**config.mk**
```make
export PLATFORM = sky130hd
export DESIGN_NAME = dpms_host
export DESIGN_NICKNAME = d
export VERILOG_FILES = /design/src/dpms_pkg.sv /design/src/dpms_host.sv
export VERILOG_INCLUDE_DIRS = /design/src /design/src/src
export SDC_FILE = /design/constraint.sdc
export NUM_CORES = 1
export LEC_CHECK = 0
export BUFFER_PORTS_ARGS = -buffer_cell sky130_fd_sc_hd__buf_4
export CELL_PAD_IN_SITES_DETAIL_PLACEMENT = 1
export CELL_PAD_IN_SITES_GLOBAL_PLACEMENT = 2
export CORE_MARGIN = 3
export CORE_UTILIZATION = 32
export CTS_BUF_LIST = sky130_fd_sc_hd__clkbuf_16
export DETAILED_ROUTE_END_ITERATION = 8
export PLACE_DENSITY_LB_ADDON = 0.1
export SLEW_MARGIN = 0
export SYNTH_ARGS = -nofsm -noshare
export SYNTH_HDL_FRONTEND = slang
export SYNTH_SLANG_ARGS = --single-unit
```
**constraint.sdc**
```tcl
create_clock -name clk_in -period 2.4 [get_ports clk_in]
set_input_delay 0.48 -clock clk_in [delete_from_list [all_inputs] [get_ports clk_in]]
set_output_delay 0.48 -clock clk_in [all_outputs]
set_load 0.01 [all_outputs]
```
**src/dpms_map.svh**
```systemverilog
// register map, timing counts and field positions of the mailbox/semaphore port controller
//
// Contract
// RL1: top word is the right port's mailbox (fff or 1fff).
// RL2: word one below the top is the left port's mailbox.
// RL3: writing the other port's mailbox raises that port's mailbox flag.
// RL4: owner reading its own mailbox clears its flag.
// RL5: reading the other mailbox returns data, flag untouched.
// RL6: busy toward a port blocks its mailbox write from setting the flag.
// RL7: busy toward a port blocks its own mailbox read from clearing the flag.
// RL8: address contention grants the word to exactly one port.
// RL9: master busy asserts a set delay after match or select.
// RL10: master/slave strap makes busy an output or an input.
// RL11: writers to a slave wait until busy has settled before strobing.
// RL12: eight shared token latches, apart from the memory array.
// RL13: token select low picks a latch with address bits 0 to 2.
// RL14: memory select stays high whenever the token select is low.
// RL15: a token write uses data bit 0 only.
// RL16: writing zero to a free token: writer reads 0, other reads 1.
// RL17: owner writing one with no request frees the token.
// RL18: a pending request takes the token as soon as the owner releases.
// RL19: token read drives every data line, held in an output register.
// RL20: simultaneous token access grants one side only.
// RL21: after a token write, selects stay off a gap before readback.
// RL22: write strobe low writes the byte lanes whose selects are low.
// RL23: read drives only selected lanes, floats otherwise; the model drives unselected lanes with the inverse of the last value.
// RL24: never memory select with token select while a byte select is low.
// RL25: busy inhibits the losing port's write to the contended word.
`ifndef DPMS_MAP_SVH
`define DPMS_MAP_SVH
`define DPMS_OFF_CMD 12'h000
`define DPMS_OFF_ADDR 12'h004
`define DPMS_OFF_WDATA 12'h008
`define DPMS_OFF_RDATA 12'h00c
`define DPMS_OFF_STATUS 12'h010
`define DPMS_CMD_OP_LSB 0
`define DPMS_CMD_HB_BIT 2
`define DPMS_CMD_LB_BIT 3
`define DPMS_ST_ACTIVE 0
`define DPMS_ST_MBOX 1
`define DPMS_ST_CONT 2
`define DPMS_ST_OWNED 3
`define DPMS_ST_REFUSED 4
`define DPMS_ST_DONE 5
`define DPMS_RIGHT_MBOX_4K 13'h0fff
`define DPMS_LEFT_MBOX_4K 13'h0ffe
`define DPMS_RIGHT_MBOX_8K 13'h1fff
`define DPMS_LEFT_MBOX_8K 13'h1ffe
`define DPMS_TOKEN_ADDR_BITS 3
`define DPMS_CLK_PERIOD_NS 4
`define DPMS_SETTLE_NS 20
`define DPMS_PULSE_NS 40
`define DPMS_GAP_NS 20
`define DPMS_CYC(ns) (((ns) + `DPMS_CLK_PERIOD_NS - 1) / `DPMS_CLK_PERIOD_NS)
`define DPMS_SETTLE_CYC `DPMS_CYC(`DPMS_SETTLE_NS)
`define DPMS_PULSE_CYC `DPMS_CYC(`DPMS_PULSE_NS)
`define DPMS_GAP_CYC `DPMS_CYC(`DPMS_GAP_NS)
`define DPMS_RESET_DATA 32'h0000_0000
`endif

```
**src/dpms_pkg.sv**
```systemverilog
// types shared by the mailbox/semaphore port controller
package dpms_pkg;
  typedef enum logic [1:0] {
    DPMS_OP_MEM_RD,
    DPMS_OP_MEM_WR,
    DPMS_OP_TOK_RD,
    DPMS_OP_TOK_WR
  } dpms_op_t;

  typedef enum {DPMS_IDLE, DPMS_SETUP, DPMS_STROBE, DPMS_GAP} dpms_state_t;

  typedef struct packed {
    dpms_op_t op;
    logic hb_en;
    logic lb_en;
  } dpms_cmd_t;

  typedef struct packed {
    logic [12:0] addr;
    logic port_sel_n;
    logic write_strobe_n;
    logic output_enable_n;
    logic high_byte_select_n;
    logic low_byte_select_n;
    logic token_latch_select_n;
  } dpms_pins_t;
endpackage : dpms_pkg

```
**src/dpms_host.sv**
```systemverilog
// apb-controlled host that drives one port of the dual-port memory with mailbox and tokens
`timescale 1ns/1ns
`include "dpms_map.svh"
module dpms_host
  import dpms_pkg::*;
#(
  parameter int DATA_W = 16
) (
  input wire logic clk_in,
  input wire logic rst_n_in,
  input wire logic psel_in,
  input wire logic penable_in,
  input wire logic pwrite_in,
  input wire logic [11:0] paddr_in,
  input wire logic [31:0] pwdata_in,
  output logic [31:0] prdata_out,
  output logic pready_out,
  output logic pslverr_out,
  output logic [12:0] mem_addr_out,
  output logic port_sel_n_out,
  output logic write_strobe_n_out,
  output logic output_enable_n_out,
  output logic high_byte_select_n_out,
  output logic low_byte_select_n_out,
  output logic token_latch_select_n_out,
  output logic [DATA_W-1:0] data_out,
  output logic data_oe_n_out,
  input wire logic [DATA_W-1:0] data_in,
  input wire logic contention_n_in,
  input wire logic mailbox_flag_n_in
);
  localparam logic [7:0] SETTLE_CYC = 8'(`DPMS_SETTLE_CYC);
  localparam logic [7:0] PULSE_CYC = 8'(`DPMS_PULSE_CYC);
  localparam logic [7:0] GAP_CYC = 8'(`DPMS_GAP_CYC);

  function automatic logic is_token(input dpms_op_t op);
    return op == DPMS_OP_TOK_RD || op == DPMS_OP_TOK_WR;
  endfunction : is_token

  function automatic logic is_write(input dpms_op_t op);
    return op == DPMS_OP_MEM_WR || op == DPMS_OP_TOK_WR;
  endfunction : is_write

  dpms_state_t state_reg;
  dpms_cmd_t cmd_reg;
  dpms_pins_t pins_reg;
  logic [12:0] addr_reg;
  logic [DATA_W-1:0] wdata_reg;
  logic [DATA_W-1:0] rdata_reg;
  logic [7:0] cnt_reg;
  logic owned_reg;
  logic refused_reg;
  logic done_reg;
  logic drive_reg;
  logic [DATA_W-1:0] data_meta_reg;
  logic [DATA_W-1:0] data_sync_reg;
  logic [1:0] cont_meta_reg;
  logic [1:0] cont_sync_reg;
  logic contention_sync;
  logic mailbox_sync;

  // pins from the other chip pass two flops before anything looks at them
  always_ff @(posedge clk_in or negedge rst_n_in) begin
    if (!rst_n_in) begin
      data_meta_reg <= '0;
      data_sync_reg <= '0;
      cont_meta_reg <= 2'h3;
      cont_sync_reg <= 2'h3;
    end else begin
      data_meta_reg <= data_in;
      data_sync_reg <= data_meta_reg;
      cont_meta_reg <= {mailbox_flag_n_in, contention_n_in};
      cont_sync_reg <= cont_meta_reg;
    end
  end
  assign contention_sync = !cont_sync_reg[0];
  assign mailbox_sync = !cont_sync_reg[1];

  logic wr_acc;
  logic cmd_go;
  logic cmd_ok;
  assign wr_acc = psel_in && penable_in && pwrite_in;
  assign cmd_go = wr_acc && paddr_in == `DPMS_OFF_CMD && state_reg == DPMS_IDLE;

  always_comb begin
    cmd_ok = 1'b1;
    unique case (paddr_in)
      `DPMS_OFF_CMD, `DPMS_OFF_ADDR, `DPMS_OFF_WDATA, `DPMS_OFF_STATUS: cmd_ok = 1'b1;
      `DPMS_OFF_RDATA: cmd_ok = !pwrite_in;
      default: cmd_ok = 1'b0;
    endcase
  end

  // zero-wait slave: every access completes in its first access cycle
  assign pready_out = psel_in && penable_in;
  assign pslverr_out = psel_in && penable_in && !cmd_ok;

  always_ff @(posedge clk_in or negedge rst_n_in) begin
    if (!rst_n_in) begin
      prdata_out <= `DPMS_RESET_DATA;
    end else if (psel_in && !penable_in && !pwrite_in) begin
      unique case (paddr_in)
        `DPMS_OFF_ADDR: prdata_out <= {19'h0, addr_reg};
        `DPMS_OFF_WDATA: prdata_out <= 32'(wdata_reg);
        `DPMS_OFF_RDATA: prdata_out <= 32'(rdata_reg);
        `DPMS_OFF_STATUS: prdata_out <= {26'h0, done_reg, refused_reg, owned_reg,
                                         contention_sync, mailbox_sync,
                                         state_reg != DPMS_IDLE};
        default: prdata_out <= 32'h0000_0000;
      endcase
    end
  end

  // address and write data refuse changes while a transfer is on the pins
  always_ff @(posedge clk_in or negedge rst_n_in) begin
    if (!rst_n_in) begin
      addr_reg <= '0;
      wdata_reg <= '0;
      cmd_reg <= '0;
    end else if (wr_acc && state_reg == DPMS_IDLE) begin
      if (paddr_in == `DPMS_OFF_ADDR) addr_reg <= pwdata_in[12:0];
      if (paddr_in == `DPMS_OFF_WDATA) wdata_reg <= pwdata_in[DATA_W-1:0];
      if (paddr_in == `DPMS_OFF_CMD) begin
        cmd_reg.op <= dpms_op_t'(pwdata_in[`DPMS_CMD_OP_LSB +: 2]);
        cmd_reg.hb_en <= pwdata_in[`DPMS_CMD_HB_BIT];
        cmd_reg.lb_en <= pwdata_in[`DPMS_CMD_LB_BIT];
      end
    end
  end

  logic setup_end;
  logic strobe_end;
  assign setup_end = state_reg == DPMS_SETUP && cnt_reg == SETTLE_CYC - 8'h01;
  assign strobe_end = state_reg == DPMS_STROBE && cnt_reg == PULSE_CYC - 8'h01;

  always_ff @(posedge clk_in or negedge rst_n_in) begin
    if (!rst_n_in) begin
      state_reg <= DPMS_IDLE;
      cnt_reg <= '0;
    end else begin
      cnt_reg <= cnt_reg + 8'h01;
      unique case (state_reg)
        DPMS_IDLE: begin
          cnt_reg <= '0;
          if (cmd_go) state_reg <= DPMS_SETUP;
        end
        DPMS_SETUP: if (setup_end) begin
          cnt_reg <= '0;
          // a losing write is dropped, never strobed into the contended word
          if (is_write(cmd_reg.op) && !is_token(cmd_reg.op) && contention_sync)
            state_reg <= DPMS_GAP; // RL11
          else
            state_reg <= DPMS_STROBE;
        end
        DPMS_STROBE: if (strobe_end) begin
          cnt_reg <= '0;
          state_reg <= DPMS_GAP;
        end
        DPMS_GAP: if (cnt_reg == GAP_CYC - 8'h01) state_reg <= DPMS_IDLE; // RL21
      endcase
    end
  end

  // pin levels, all registered so the memory sees clean edges
  always_ff @(posedge clk_in or negedge rst_n_in) begin
    if (!rst_n_in) begin
      pins_reg <= '{addr: 13'h0000, default: 1'b1};
      drive_reg <= 1'b0;
    end else begin
      pins_reg <= '{addr: pins_reg.addr, default: 1'b1};
      drive_reg <= 1'b0;
      if ((state_reg == DPMS_IDLE && cmd_go) || state_reg == DPMS_SETUP
          || (state_reg == DPMS_STROBE && !strobe_end)) begin
        if (is_token(cmd_reg.op) || (state_reg == DPMS_IDLE && pwdata_in[1])) begin
          // token access: memory select and byte selects stay high
          pins_reg.addr <= {10'h000, addr_reg[`DPMS_TOKEN_ADDR_BITS-1:0]}; // RL13
          pins_reg.token_latch_select_n <= 1'b0; // RL14 RL24
        end else begin
          pins_reg.addr <= addr_reg;
          pins_reg.port_sel_n <= 1'b0;
          pins_reg.high_byte_select_n <= !cmd_reg.hb_en; // RL22 RL23
          pins_reg.low_byte_select_n <= !cmd_reg.lb_en;
        end
        if (state_reg == DPMS_IDLE) begin
          pins_reg.port_sel_n <= pwdata_in[1];
          pins_reg.high_byte_select_n <= pwdata_in[1] || !pwdata_in[`DPMS_CMD_HB_BIT];
          pins_reg.low_byte_select_n <= pwdata_in[1] || !pwdata_in[`DPMS_CMD_LB_BIT];
          pins_reg.token_latch_select_n <= !pwdata_in[1];
          pins_reg.addr <= pwdata_in[1] ? {10'h000, addr_reg[2:0]} : addr_reg;
        end else begin
          drive_reg <= is_write(cmd_reg.op);
        end
        if (setup_end || state_reg == DPMS_STROBE) begin
          pins_reg.write_strobe_n <= !is_write(cmd_reg.op);
          pins_reg.output_enable_n <= is_write(cmd_reg.op);
        end
        if (setup_end && is_write(cmd_reg.op) && !is_token(cmd_reg.op) && contention_sync)
          pins_reg <= '{addr: pins_reg.addr, default: 1'b1}; // RL11
      end
    end
  end

  // token write carries its value in bit 0 only
  always_ff @(posedge clk_in or negedge rst_n_in) begin
    if (!rst_n_in) data_out <= '0;
    else if (is_token(cmd_reg.op)) data_out <= {{(DATA_W-1){1'b0}}, wdata_reg[0]}; // RL15
    else data_out <= wdata_reg;
  end
  assign data_oe_n_out = !drive_reg;

  // read data taken at the end of the pulse; set wins over the write-one clear
  always_ff @(posedge clk_in or negedge rst_n_in) begin
    if (!rst_n_in) begin
      rdata_reg <= '0;
      owned_reg <= 1'b0;
      refused_reg <= 1'b0;
      done_reg <= 1'b0;
    end else begin
      if (wr_acc && paddr_in == `DPMS_OFF_STATUS) begin
        if (pwdata_in[`DPMS_ST_REFUSED]) refused_reg <= 1'b0;
        if (pwdata_in[`DPMS_ST_DONE]) done_reg <= 1'b0;
      end
      if (strobe_end && !is_write(cmd_reg.op)) rdata_reg <= data_sync_reg;
      if (strobe_end && cmd_reg.op == DPMS_OP_TOK_RD) owned_reg <= !data_sync_reg[0]; // RL21
      if (setup_end && is_write(cmd_reg.op) && !is_token(cmd_reg.op) && contention_sync)
        refused_reg <= 1'b1;
      if (state_reg == DPMS_GAP && cnt_reg == GAP_CYC - 8'h01) done_reg <= 1'b1;
    end
  end

  assign mem_addr_out = pins_reg.addr;
  assign port_sel_n_out = pins_reg.port_sel_n;
  assign write_strobe_n_out = pins_reg.write_strobe_n;
  assign output_enable_n_out = pins_reg.output_enable_n;
  assign high_byte_select_n_out = pins_reg.high_byte_select_n;
  assign low_byte_select_n_out = pins_reg.low_byte_select_n;
  assign token_latch_select_n_out = pins_reg.token_latch_select_n;

  // helper: cycles since the token select last went high
  logic [7:0] idle_cnt_reg;
  always_ff @(posedge clk_in or negedge rst_n_in) begin
    if (!rst_n_in) idle_cnt_reg <= 8'hff;
    else if (!token_latch_select_n_out) idle_cnt_reg <= '0;
    else if (idle_cnt_reg != 8'hff) idle_cnt_reg <= idle_cnt_reg + 8'h01;
  end

  property p_sel_exclusive;
    @(posedge clk_in) disable iff (!rst_n_in)
      !token_latch_select_n_out |-> port_sel_n_out;
  endproperty
  a_sel_exclusive: assert property (p_sel_exclusive) // RL14
    else $error("memory select low during token access");

  property p_token_bytes_off;
    @(posedge clk_in) disable iff (!rst_n_in)
      !token_latch_select_n_out |-> high_byte_select_n_out && low_byte_select_n_out;
  endproperty
  a_token_bytes_off: assert property (p_token_bytes_off) // RL24
    else $error("byte select low during token access");

  property p_token_addr;
    @(posedge clk_in) disable iff (!rst_n_in)
      !token_latch_select_n_out |-> mem_addr_out[12:3] == 10'h000
        && ($past(token_latch_select_n_out) || $stable(mem_addr_out));
  endproperty
  a_token_addr: assert property (p_token_addr) // RL13
    else $error("token address not confined to low bits");

  property p_write_settled;
    @(posedge clk_in) disable iff (!rst_n_in)
      $fell(write_strobe_n_out) && !port_sel_n_out |->
        $past(port_sel_n_out, 3) == 1'b0 && $stable(mem_addr_out) && !$past(contention_sync);
  endproperty
  a_write_settled: assert property (p_write_settled) // RL11
    else $error("write strobed before busy settled");

  property p_token_gap;
    @(posedge clk_in) disable iff (!rst_n_in)
      $fell(token_latch_select_n_out) |-> $past(idle_cnt_reg) >= GAP_CYC;
  endproperty
  a_token_gap: assert property (p_token_gap) // RL21
    else $error("token reselected before the readback gap");

  property p_drive_on_write;
    @(posedge clk_in) disable iff (!rst_n_in)
      !write_strobe_n_out |-> !data_oe_n_out && output_enable_n_out;
  endproperty
  a_drive_on_write: assert property (p_drive_on_write) // RL22
    else $error("write strobe without data drive");
endmodule : dpms_host

```
### After elaboration in Yosys (flattened, before gate mapping)

Index checks and enable logic that the tools add are counted.

| operators by class | value |
|---|---|
| $add $sub $neg | 1 |
| equality and inequality tests | 19 |
| mux-type cells | 30 |
| bitwise gates (word level) | 1 |
| reductions and logical operators | 61 |

Operators with widths:

| operator | number |
|---|---|
| two-way mux 32 bit | 4 |
| case mux 32 bit (4 select lines) | 1 |
| == test 32 x 2 -> 1 bit, second input constant | 3 |
| == test 32 x 3 -> 1 bit, second input constant | 2 |
| logical NOT 32 bit | 2 |
| case mux 16 bit (4 select lines) | 1 |
| == test 32 x 1 -> 1 bit, second input constant | 1 |
| nonzero test 32 bit | 1 |
| two-way mux 13 bit | 2 |
| == test 12 x 4 -> 1 bit, second input constant | 2 |
| case mux 8 bit (3 select lines) | 1 |
| logical AND 1 bit | 22 |
| two-way mux 16 bit | 1 |
| two-way mux 8 bit | 2 |
| logical NOT 1 bit | 15 |
| two-way mux 14 bit | 1 |
| == test 12 x 3 -> 1 bit, second input constant | 1 |
| == test 12 x 5 -> 1 bit, second input constant | 1 |
| logical NOT 12 bit | 1 |
| two-way mux 6 bit | 2 |
| AND reduction 2 bit | 6 |
| two-way mux 1 bit | 11 |
| adder 8 x 1 -> 8 bit, second input constant | 1 |
| == test 8 x 3 -> 1 bit, second input constant | 1 |
| 12 further kinds | 27 |

| word-level totals | value |
|---|---|
| bits in registers | 196 |
| input port bits | 67 |
| output and inout port bits | 70 |
| logic and storage cells | 137 |

### Depth between registers and ports, before layout

Gate-level depths: netlist of run 1.

| logic depth | value |
|---|---|
| word-level depth | 8 |
| depth in mapped cells | 9 |
| mapped depth without buffers | 7 |

### Worst setup path after synthesis of run 1

OpenSTA, ideal clock, no wires.

| timing path | value |
|---|---|
| kind | register to register |
| start point | register state_reg[0] |
| end point | register wdata_reg[10] |
| setup time | 125 ps |
| data arrival time | 2226 ps |
| data required time | 2275 ps |
| setup slack | 49 ps |
| stages on the path, launching flop included | 9 |
| buffers on the path | 2 |
| period minus slack after synthesis | 2351 ps |
| path through | dfrtp_1 inv_1 ha_1 buf_2 nor4b_1 nand4_1 nor3b_2 buf_4 mux2_2 |

| between the ends | value |
|---|---|
| word-level cells in the longest chain between the ends | 3 |

RTL lines:

| what | line | source |
|---|---|---|
| start: declaration | dpms_host.sv:44 | `dpms_state_t state_reg;` |
| start signal: assignment | dpms_host.sv:138 | `state_reg <= DPMS_IDLE;` |
| start signal: assignment | dpms_host.sv:145 | `if (cmd_go) state_reg <= DPMS_SETUP;` |
| start signal: assignment | dpms_host.sv:151 | `state_reg <= DPMS_GAP;` |
| logical NOT 32 bit | dpms_host.sv:120 | `end else if (wr_acc && state_reg == DPMS_IDLE) begin` |
| logical AND 1 bit | dpms_host.sv:120 |  |
| AND reduction 2 bit (no line) | - |  |
| end signal: assignment | dpms_host.sv:122 | `` if (paddr_in == `DPMS_OFF_WDATA) wdata_reg <= pwdata_in[DATA_W-1:0]; `` |
| end: declaration | dpms_host.sv:48 | `logic [DATA_W-1:0] wdata_reg;` |

No other way between the ends.
A chain may end at the register's enable or synchronous reset.

### Worst setup path in the final report of run 1

| timing path | value |
|---|---|
| start point | register cnt_reg[4] |
| end point | register pins_reg, in the netlist mem_addr_out[12] |

| between the ends | value |
|---|---|
| word-level cells in the longest chain between the ends | 7 |
| elaborated cells between the ends (all ways) | 12 |
| those cells by class | eq/ne: 2; bitwise: 1; reduce/logical: 9 |

RTL lines:

| what | line | source |
|---|---|---|
| start: declaration | dpms_host.sv:50 | `logic [7:0] cnt_reg;` |
| start signal: assignment | dpms_host.sv:141 | `cnt_reg <= cnt_reg + 8'h01;` |
| == test 8 x 3 -> 1 bit | dpms_host.sv:133 | `assign setup_end = state_reg == DPMS_SETUP && cnt_reg == SETTLE_CYC - 8'h01;` |
| logical AND 1 bit | dpms_host.sv:133 |  |
| logical AND 1 bit (3 in series) | dpms_host.sv:197 | `if (setup_end && is_write(cmd_reg.op) && !is_token(cmd_reg.op) && contention_sync)` |
| NOT 1 bit (no line) | - |  |
| AND reduction 2 bit (no line) (*) | - |  |
| end: declaration | dpms_host.sv:46 | `dpms_pins_t pins_reg;` |

Every way passes the cells marked *; elsewhere a longest branch is shown, timed or not.

==> results of run 1 <==
## synthesized netlist by cell type (4+ instances only)
library cell,number
a21oi_1,12
a22oi_1,10
a32oi_1,4
buf_2,4
buf_4,17
clkbuf_1,11
dfrtp_1,140
dfstp_2,10
ha_1,7
inv_1,17
mux2_2,61
mux2i_1,11
nand2_1,29
nand3_1,6
nor2_1,14
nor2b_1,27
o21ai_0,16
xor2_1,6
## layout by cell type, fill, tap and decap left out, types with 2 or more instances in the layout
cell and n:
or3b_2 2, o21ai_0 16, or3_1 2, nand4_1 3, bufinv_16 2, and4b_1 2, nor2b_1 27, and3_1 3
dfstp_2 10, conb_1 16, inv_1 19, clkinv_1 5, nand3b_1 2, mux2i_1 11, nor4b_1 2, ha_1 7
or2_2 3, a32oi_1 4, nor4bb_1 2, dfrtp_1 140, a21oi_1 12, buf_4 125, nor2_1 14, nor4_1 2
mux2_2 61, a22oi_1 10, a31oi_1 2, buf_12 4, a222oi_1 2, inv_6 3, a211oi_1 2, xor2_1 6
clkinvlp_4 2, nand3_1 6, nand2_1 29, nor3b_1 2, clkbuf_16 17
## power by group through the flow
stage,registers (W),clock network [W],logic [W]
6_report,0.00279,0.00253,0.00100
4_1_cts,0.00279,0.00262,0.00103
5_1_grt,0.00281,0.00274,0.00110
3_3_place_gp,0.00283,0,0.00101
2_1_floorplan,0.00282,0,0.000648
3_5_place_dp,0.00284,0,0.00103
## per-layer routing
layer / global-route usage / part of all wire / routed length [um]
met1: 0.203 / 0.47 / 6830
met2: 0.239 / 0.48 / 6950
met3: 0.0353 / 0.036 / 521
met4: 0.0476 / 0.014 / 202
met5: 0 / 0 / 0
## cells by family after synthesis
kind of cell | after synthesis | synth area share
AO/OA/AOI/OAI | 56 | 0.0621
flip-flops | 150 | 0.623
AND/OR/NAND/NOR | 113 | 0.112
adder cells (fa/ha/maj) | 7 | 0.0145
other | 1 | 0.000620
XOR/XNOR | 7 | 0.0101
buffers and inverters | 52 | 0.0468
multiplexers | 72 | 0.132
## critical path, cell delays in order, from the launching register on
cell     delay [ps]
dfrtp_1         410
or4_4           570
o21a_1          240
or2_4           250
o22ai_4         250
buf_4           260
mux2i_1         200
## final cells by class
type                            count  area (um^2)
Clock buffer                       17          425
Clock inverter                     15          136
Fill cell                        1938        10500
Inverter                           17         63.8
Multi-Input combinational cell    271         2060
Sequential cell                   150         3770
Tap cell                          229          287
Timing Repair Buffer              130         1030
## path summary, 6_finish.rpt
kind                              startpoint           endpoint  slack, ps  cells after the start
setup / recovery                  cnt_reg[4]   mem_addr_out[12]        120                      6
hold / removal                      rst_n_in        data_out[2]         10                      1
setup reg to reg                  cnt_reg[4]   mem_addr_out[12]        120                      6
hold reg to reg            data_meta_reg[13]  data_sync_reg[13]        350                      0
max in group asynchronous           rst_n_in   cont_sync_reg[0]       1670                      2
min in group clk_in               data_in[2]   data_meta_reg[2]        170                      1
## metrics by stage
stage           util  instances  hold WS, ps
6_report       0.425        829         14.3
3_5_place_dp   0.394        796          336
3_3_place_gp   0.394        796          335
4_1_cts        0.425        828         27.5
5_1_grt        0.425        829         32.7
2_1_floorplan      -        473          184
==> flow_summary.json, run 1 <==
{
  "die_w_um": 143,
  "final_area_mm2": 0.00776,
  "ir_drop_uv": 497,
  "setup_viol": 0,
  "portBuffers": 104,
  "synth_cell_types": 57,
  "finalSetupTns_ps": 0,
  "first_pass_iters": 4,
  "cp-end-kind": "flop",
  "p_seq_frac": 0.441,
  "layout_min_cycle_time_ps": 2280,
  "syn-instance-count": 458,
  "grt_max_degree": 53,
  "postPlaceCellArea_mm2": 0.00719,
  "via_per_inst": 4.62,
  "final_nets": 661,
  "cp.required_ps": 2740,
  "overflow": 0,
  "cp-start-kind": "flop",
  "initial_utilization": 0.331,
  "ios": 137,
  "via_count": 3832,
  "coreArea_mm2": 0.0183,
  "slew-limit-headroom": 0.656,
  "post-place-ws_ps": 44.8,
  "slew_violations": 0,
  "clkTransAtPathRegs_ps": 60,
  "cts_buffers": 17,
  "combPwrFrac": 0.159,
  "min_path_type": "input pin to asynchronous set/reset pin",
  "p_int_w": 0.00468,
  "synth_top_area_share": 0.579,
  "cts_tree": "built",
  "pwr-share-clk": 0.401,
  "setup_ws_ps": 121,
  "grt_setup_unrepaired": "false",
  "routed_wirelength_mm": 14.5,
  "synth_edf_count": 0,
  "worst_slew_pin_slew_ps": 517,
  "worstPathArrival_ps": 2620,
  "p_switching_w": 0.00165,
  "htreeDepth": 4,
  "p_sw_frac": 0.260,
  "yosys-top-cells-area": "dfrtp_1 (58%), mux2_2 (11%), dfstp_2 (4.3%)",
  "clock_latency_ps": 420,
  "gp_congestion": 0.736,
  "async_flop_share": 1.00,
  "cap_violations": 0,
  "cts_resized": 0,
  "worstPathMaxFanout": 8,
  "avgSynthCellArea_um2": 13.2,
  "post_cts_buffers": 0,
  "dp_hpwl_mm": 10.5,
  "synth_area_mm2": 0.00605,
  "seq_area_frac_synth": 0.623,
  "clock-sinks": 150,
  "holdBufCountCts": 0,
  "clockBufferDepth": 2,
  "cts_root_buffer": "clkbuf_16",
  "diodes": 0,
  "fin_skew_ps": 9.97,
  "fin_crit_sh": 0.950,
  "drive_above_1_share": 0.395,
  "first_global_vias": 4206,
  "dominantRegCellSynth": "dfrtp_1",
  "syn_to_final_growth_pct": 28.4,
  "status": "completed",
  "fmaxAchievable_mhz": 439,
  "synth_area_leader_cell": "dfrtp_1",
  "grt.total_usage": 0.150,
  "total_power_w": 0.00633,
  "leakage_nw": 3.76,
  "ant_nets": 0,
  "fp-row-count": 49,
  "remaining_drc_errors": 0,
  "crit_type": "flop to flop",
  "ys_ff_latch": 150,
  "drt_iter0_drc": 108,
  "wl_per_cell_um": 17.5,
  "power_density_mw_per_mm2": 815,
  "fp.dieH_um": 143,
  "grt_pass1_wl_mm": 23.4,
  "antenna_found_initial": 0,
  "hold_viol_final": 0,
  "ys_warn_count": 0,
  "design.die.area_mm2": 0.0206
}
Note: power is estimated with default switching activity, not from simulation.
==> run 2, diff against run 1 <==
- RECOVER_POWER: not set -> 100
- SLEW_MARGIN: 0 -> 15
==> flow_summary.json, run 2 (synthesized netlist as in run 1, its figures left out) <==
{
  "grt.total_usage": 0.150,
  "design.die.area_mm2": 0.0206,
  "dp_hpwl_mm": 10.5,
  "worstPathArrival_ps": 2610,
  "grt_setup_unrepaired": "false",
  "via_per_inst": 4.61,
  "combPwrFrac": 0.152,
  "fp-row-count": 49,
  "cts_resized": 0,
  "overflow": 0,
  "p_seq_frac": 0.444,
  "finalSetupTns_ps": 0,
  "crit_type": "flop to flop",
  "post-route-util": 0.410,
  "gp_congestion": 0.736,
  "final_cell_mix": "dfrtp_1 (140), mux2_2 (61), clkbuf_1 (56)",
  "drive_above_1_share": 0.302,
  "routed_wirelength_mm": 14.5,
  "die_w_um": 143,
  "post_cts_buffers": 0,
  "p_int_w": 0.00463,
  "fmaxAchievable_mhz": 439,
  "cp.required_ps": 2730,
  "fin_crit_sh": 0.950,
  "ios": 137,
  "ir_drop_uv": 499,
  "wl_per_cell_um": 17.5,
  "pwr-share-clk": 0.404,
  "worst_slew_pin_slew_ps": 1330,
  "drt_iter0_drc": 108,
  "fillerInstances": 1982,
  "worstPathMaxFanout": 8,
  "layout_min_cycle_time_ps": 2280,
  "via_count": 3823,
  "antenna_found_initial": 0,
  "cts_root_buffer": "clkbuf_16",
  "clkTransAtPathRegs_ps": 60,
  "setup_viol": 0,
  "clock-sinks": 150,
  "cts_buffers": 17,
  "slew_violations": 0,
  "clock_latency_ps": 420,
  "final_common_cell": "dfrtp_1",
  "first_global_vias": 4206,
  "final_nets": 661,
  "htreeDepth": 4,
  "cp-end-kind": "flop",
  "cp-start-kind": "flop",
  "power_density_mw_per_mm2": 837,
  "grt_pass1_wl_mm": 23.4,
  "clockBufferDepth": 2,
  "fp.dieH_um": 143,
  "grt_max_degree": 53,
  "leakage_nw": 3.51,
  "initial_utilization": 0.331,
  "ant_nets": 0,
  "p_sw_frac": 0.262,
  "portBuffers": 104,
  "holdBufCountCts": 0,
  "remaining_drc_errors": 0,
  "cts_tree": "built",
  "status": "completed",
  "coreArea_mm2": 0.0183,
  "first_pass_iters": 4,
  "cap_violations": 0,
  "fin_skew_ps": 9.46,
  "slew-limit-headroom": 0.114,
  "syn_to_final_growth_pct": 24.0,
  "hold_viol_final": 0,
  "p_switching_w": 0.00165,
  "diodes": 0,
  "min_path_type": "input pin to flop"
}
[run 2: cell types whose count changed in the layout (fill, tap and decap cells not counted), moves of 3 or more]
cell / before / now
buf_4: 125 / 48
clkbuf_1: 0 / 56
clkbuf_4: 0 / 20
clkbuf_2: 0 / 5
buf_12: 4 / 1
[run 2: per-stage QoR]
stage | hold slack [ps] | total power, W | cells | area [um^2] | setup slack [ps]
after detailed placement | 336 | 0.00386 | 796 | 7190 | 44.8
after CTS | 27.5 | 0.00644 | 828 | 7760 | 60.9
final | 173 | 0.00628 | 829 | 7500 | 120
after floorplan | 184 | 0.00347 | 473 | 6100 | 48.9
after global routing | 148 | 0.00661 | 829 | 7500 | 0.230
after global placement | 335 | 0.00384 | 796 | 7190 | 75.7
[run 2: path summary, 6_finish.rpt]
kind / endpoint / cells past startpoint / slack, ps / from
setup / recovery: mem_addr_out[5] / 6 / 120 / cnt_reg[4]
hold / removal: cont_meta_reg[1] / 1 / 170 / mailbox_flag_n_in
setup reg to reg: mem_addr_out[5] / 6 / 120 / cnt_reg[4]
hold reg to reg: data_sync_reg[13] / 0 / 350 / data_meta_reg[13]
max in group asynchronous: rdata_reg[14] / 2 / 580 / rst_n_in
min in group asynchronous: data_out[2] / 1 / 350 / rst_n_in
[run 2: power by group through the flow]
| stage | clock [W] | combinational [W] | sequential [W] |
|---|---|---|---|
| finish | 0.00254 | 0.000952 | 0.00279 |
| global route | 0.00274 | 0.00105 | 0.00281 |
| CTS | 0.00262 | 0.00103 | 0.00279 |
| global placement | 0 | 0.00101 | 0.00283 |
| floorplan | 0 | 0.000648 | 0.00282 |
| detailed placement | 0 | 0.00103 | 0.00284 |
[run 2: layer usage]
metal  global-route usage  share of wire  up-vias
met5                    0              0        -
met4               0.0476          0.014        0
met3               0.0353          0.037       14
met2                0.239           0.48       71
met1                0.203           0.47     1918
li1                     -              -     1820
[run 2: area by class of cell]
| cell class | instances | area [um^2] | share of cell area |
|---|---|---|---|
| clock buffer | 17 | 425 | 0.0567 |
| tap | 229 | 287 | 0.0382 |
| timing repair buffer | 130 | 766 | 0.102 |
| multi-input combinational | 271 | 2060 | 0.274 |
| inverter | 17 | 63.8 | 0.00851 |
| clock inverter | 15 | 136 | 0.0182 |
| sequential | 150 | 3770 | 0.502 |
[run 2: critical path: stages, from the launching register on]
cell,delay [ps]
dfrtp_1,410
or4_4,570
o21a_1,240
or2_4,250
o22ai_4,250
buf_4,260
mux2i_1,200
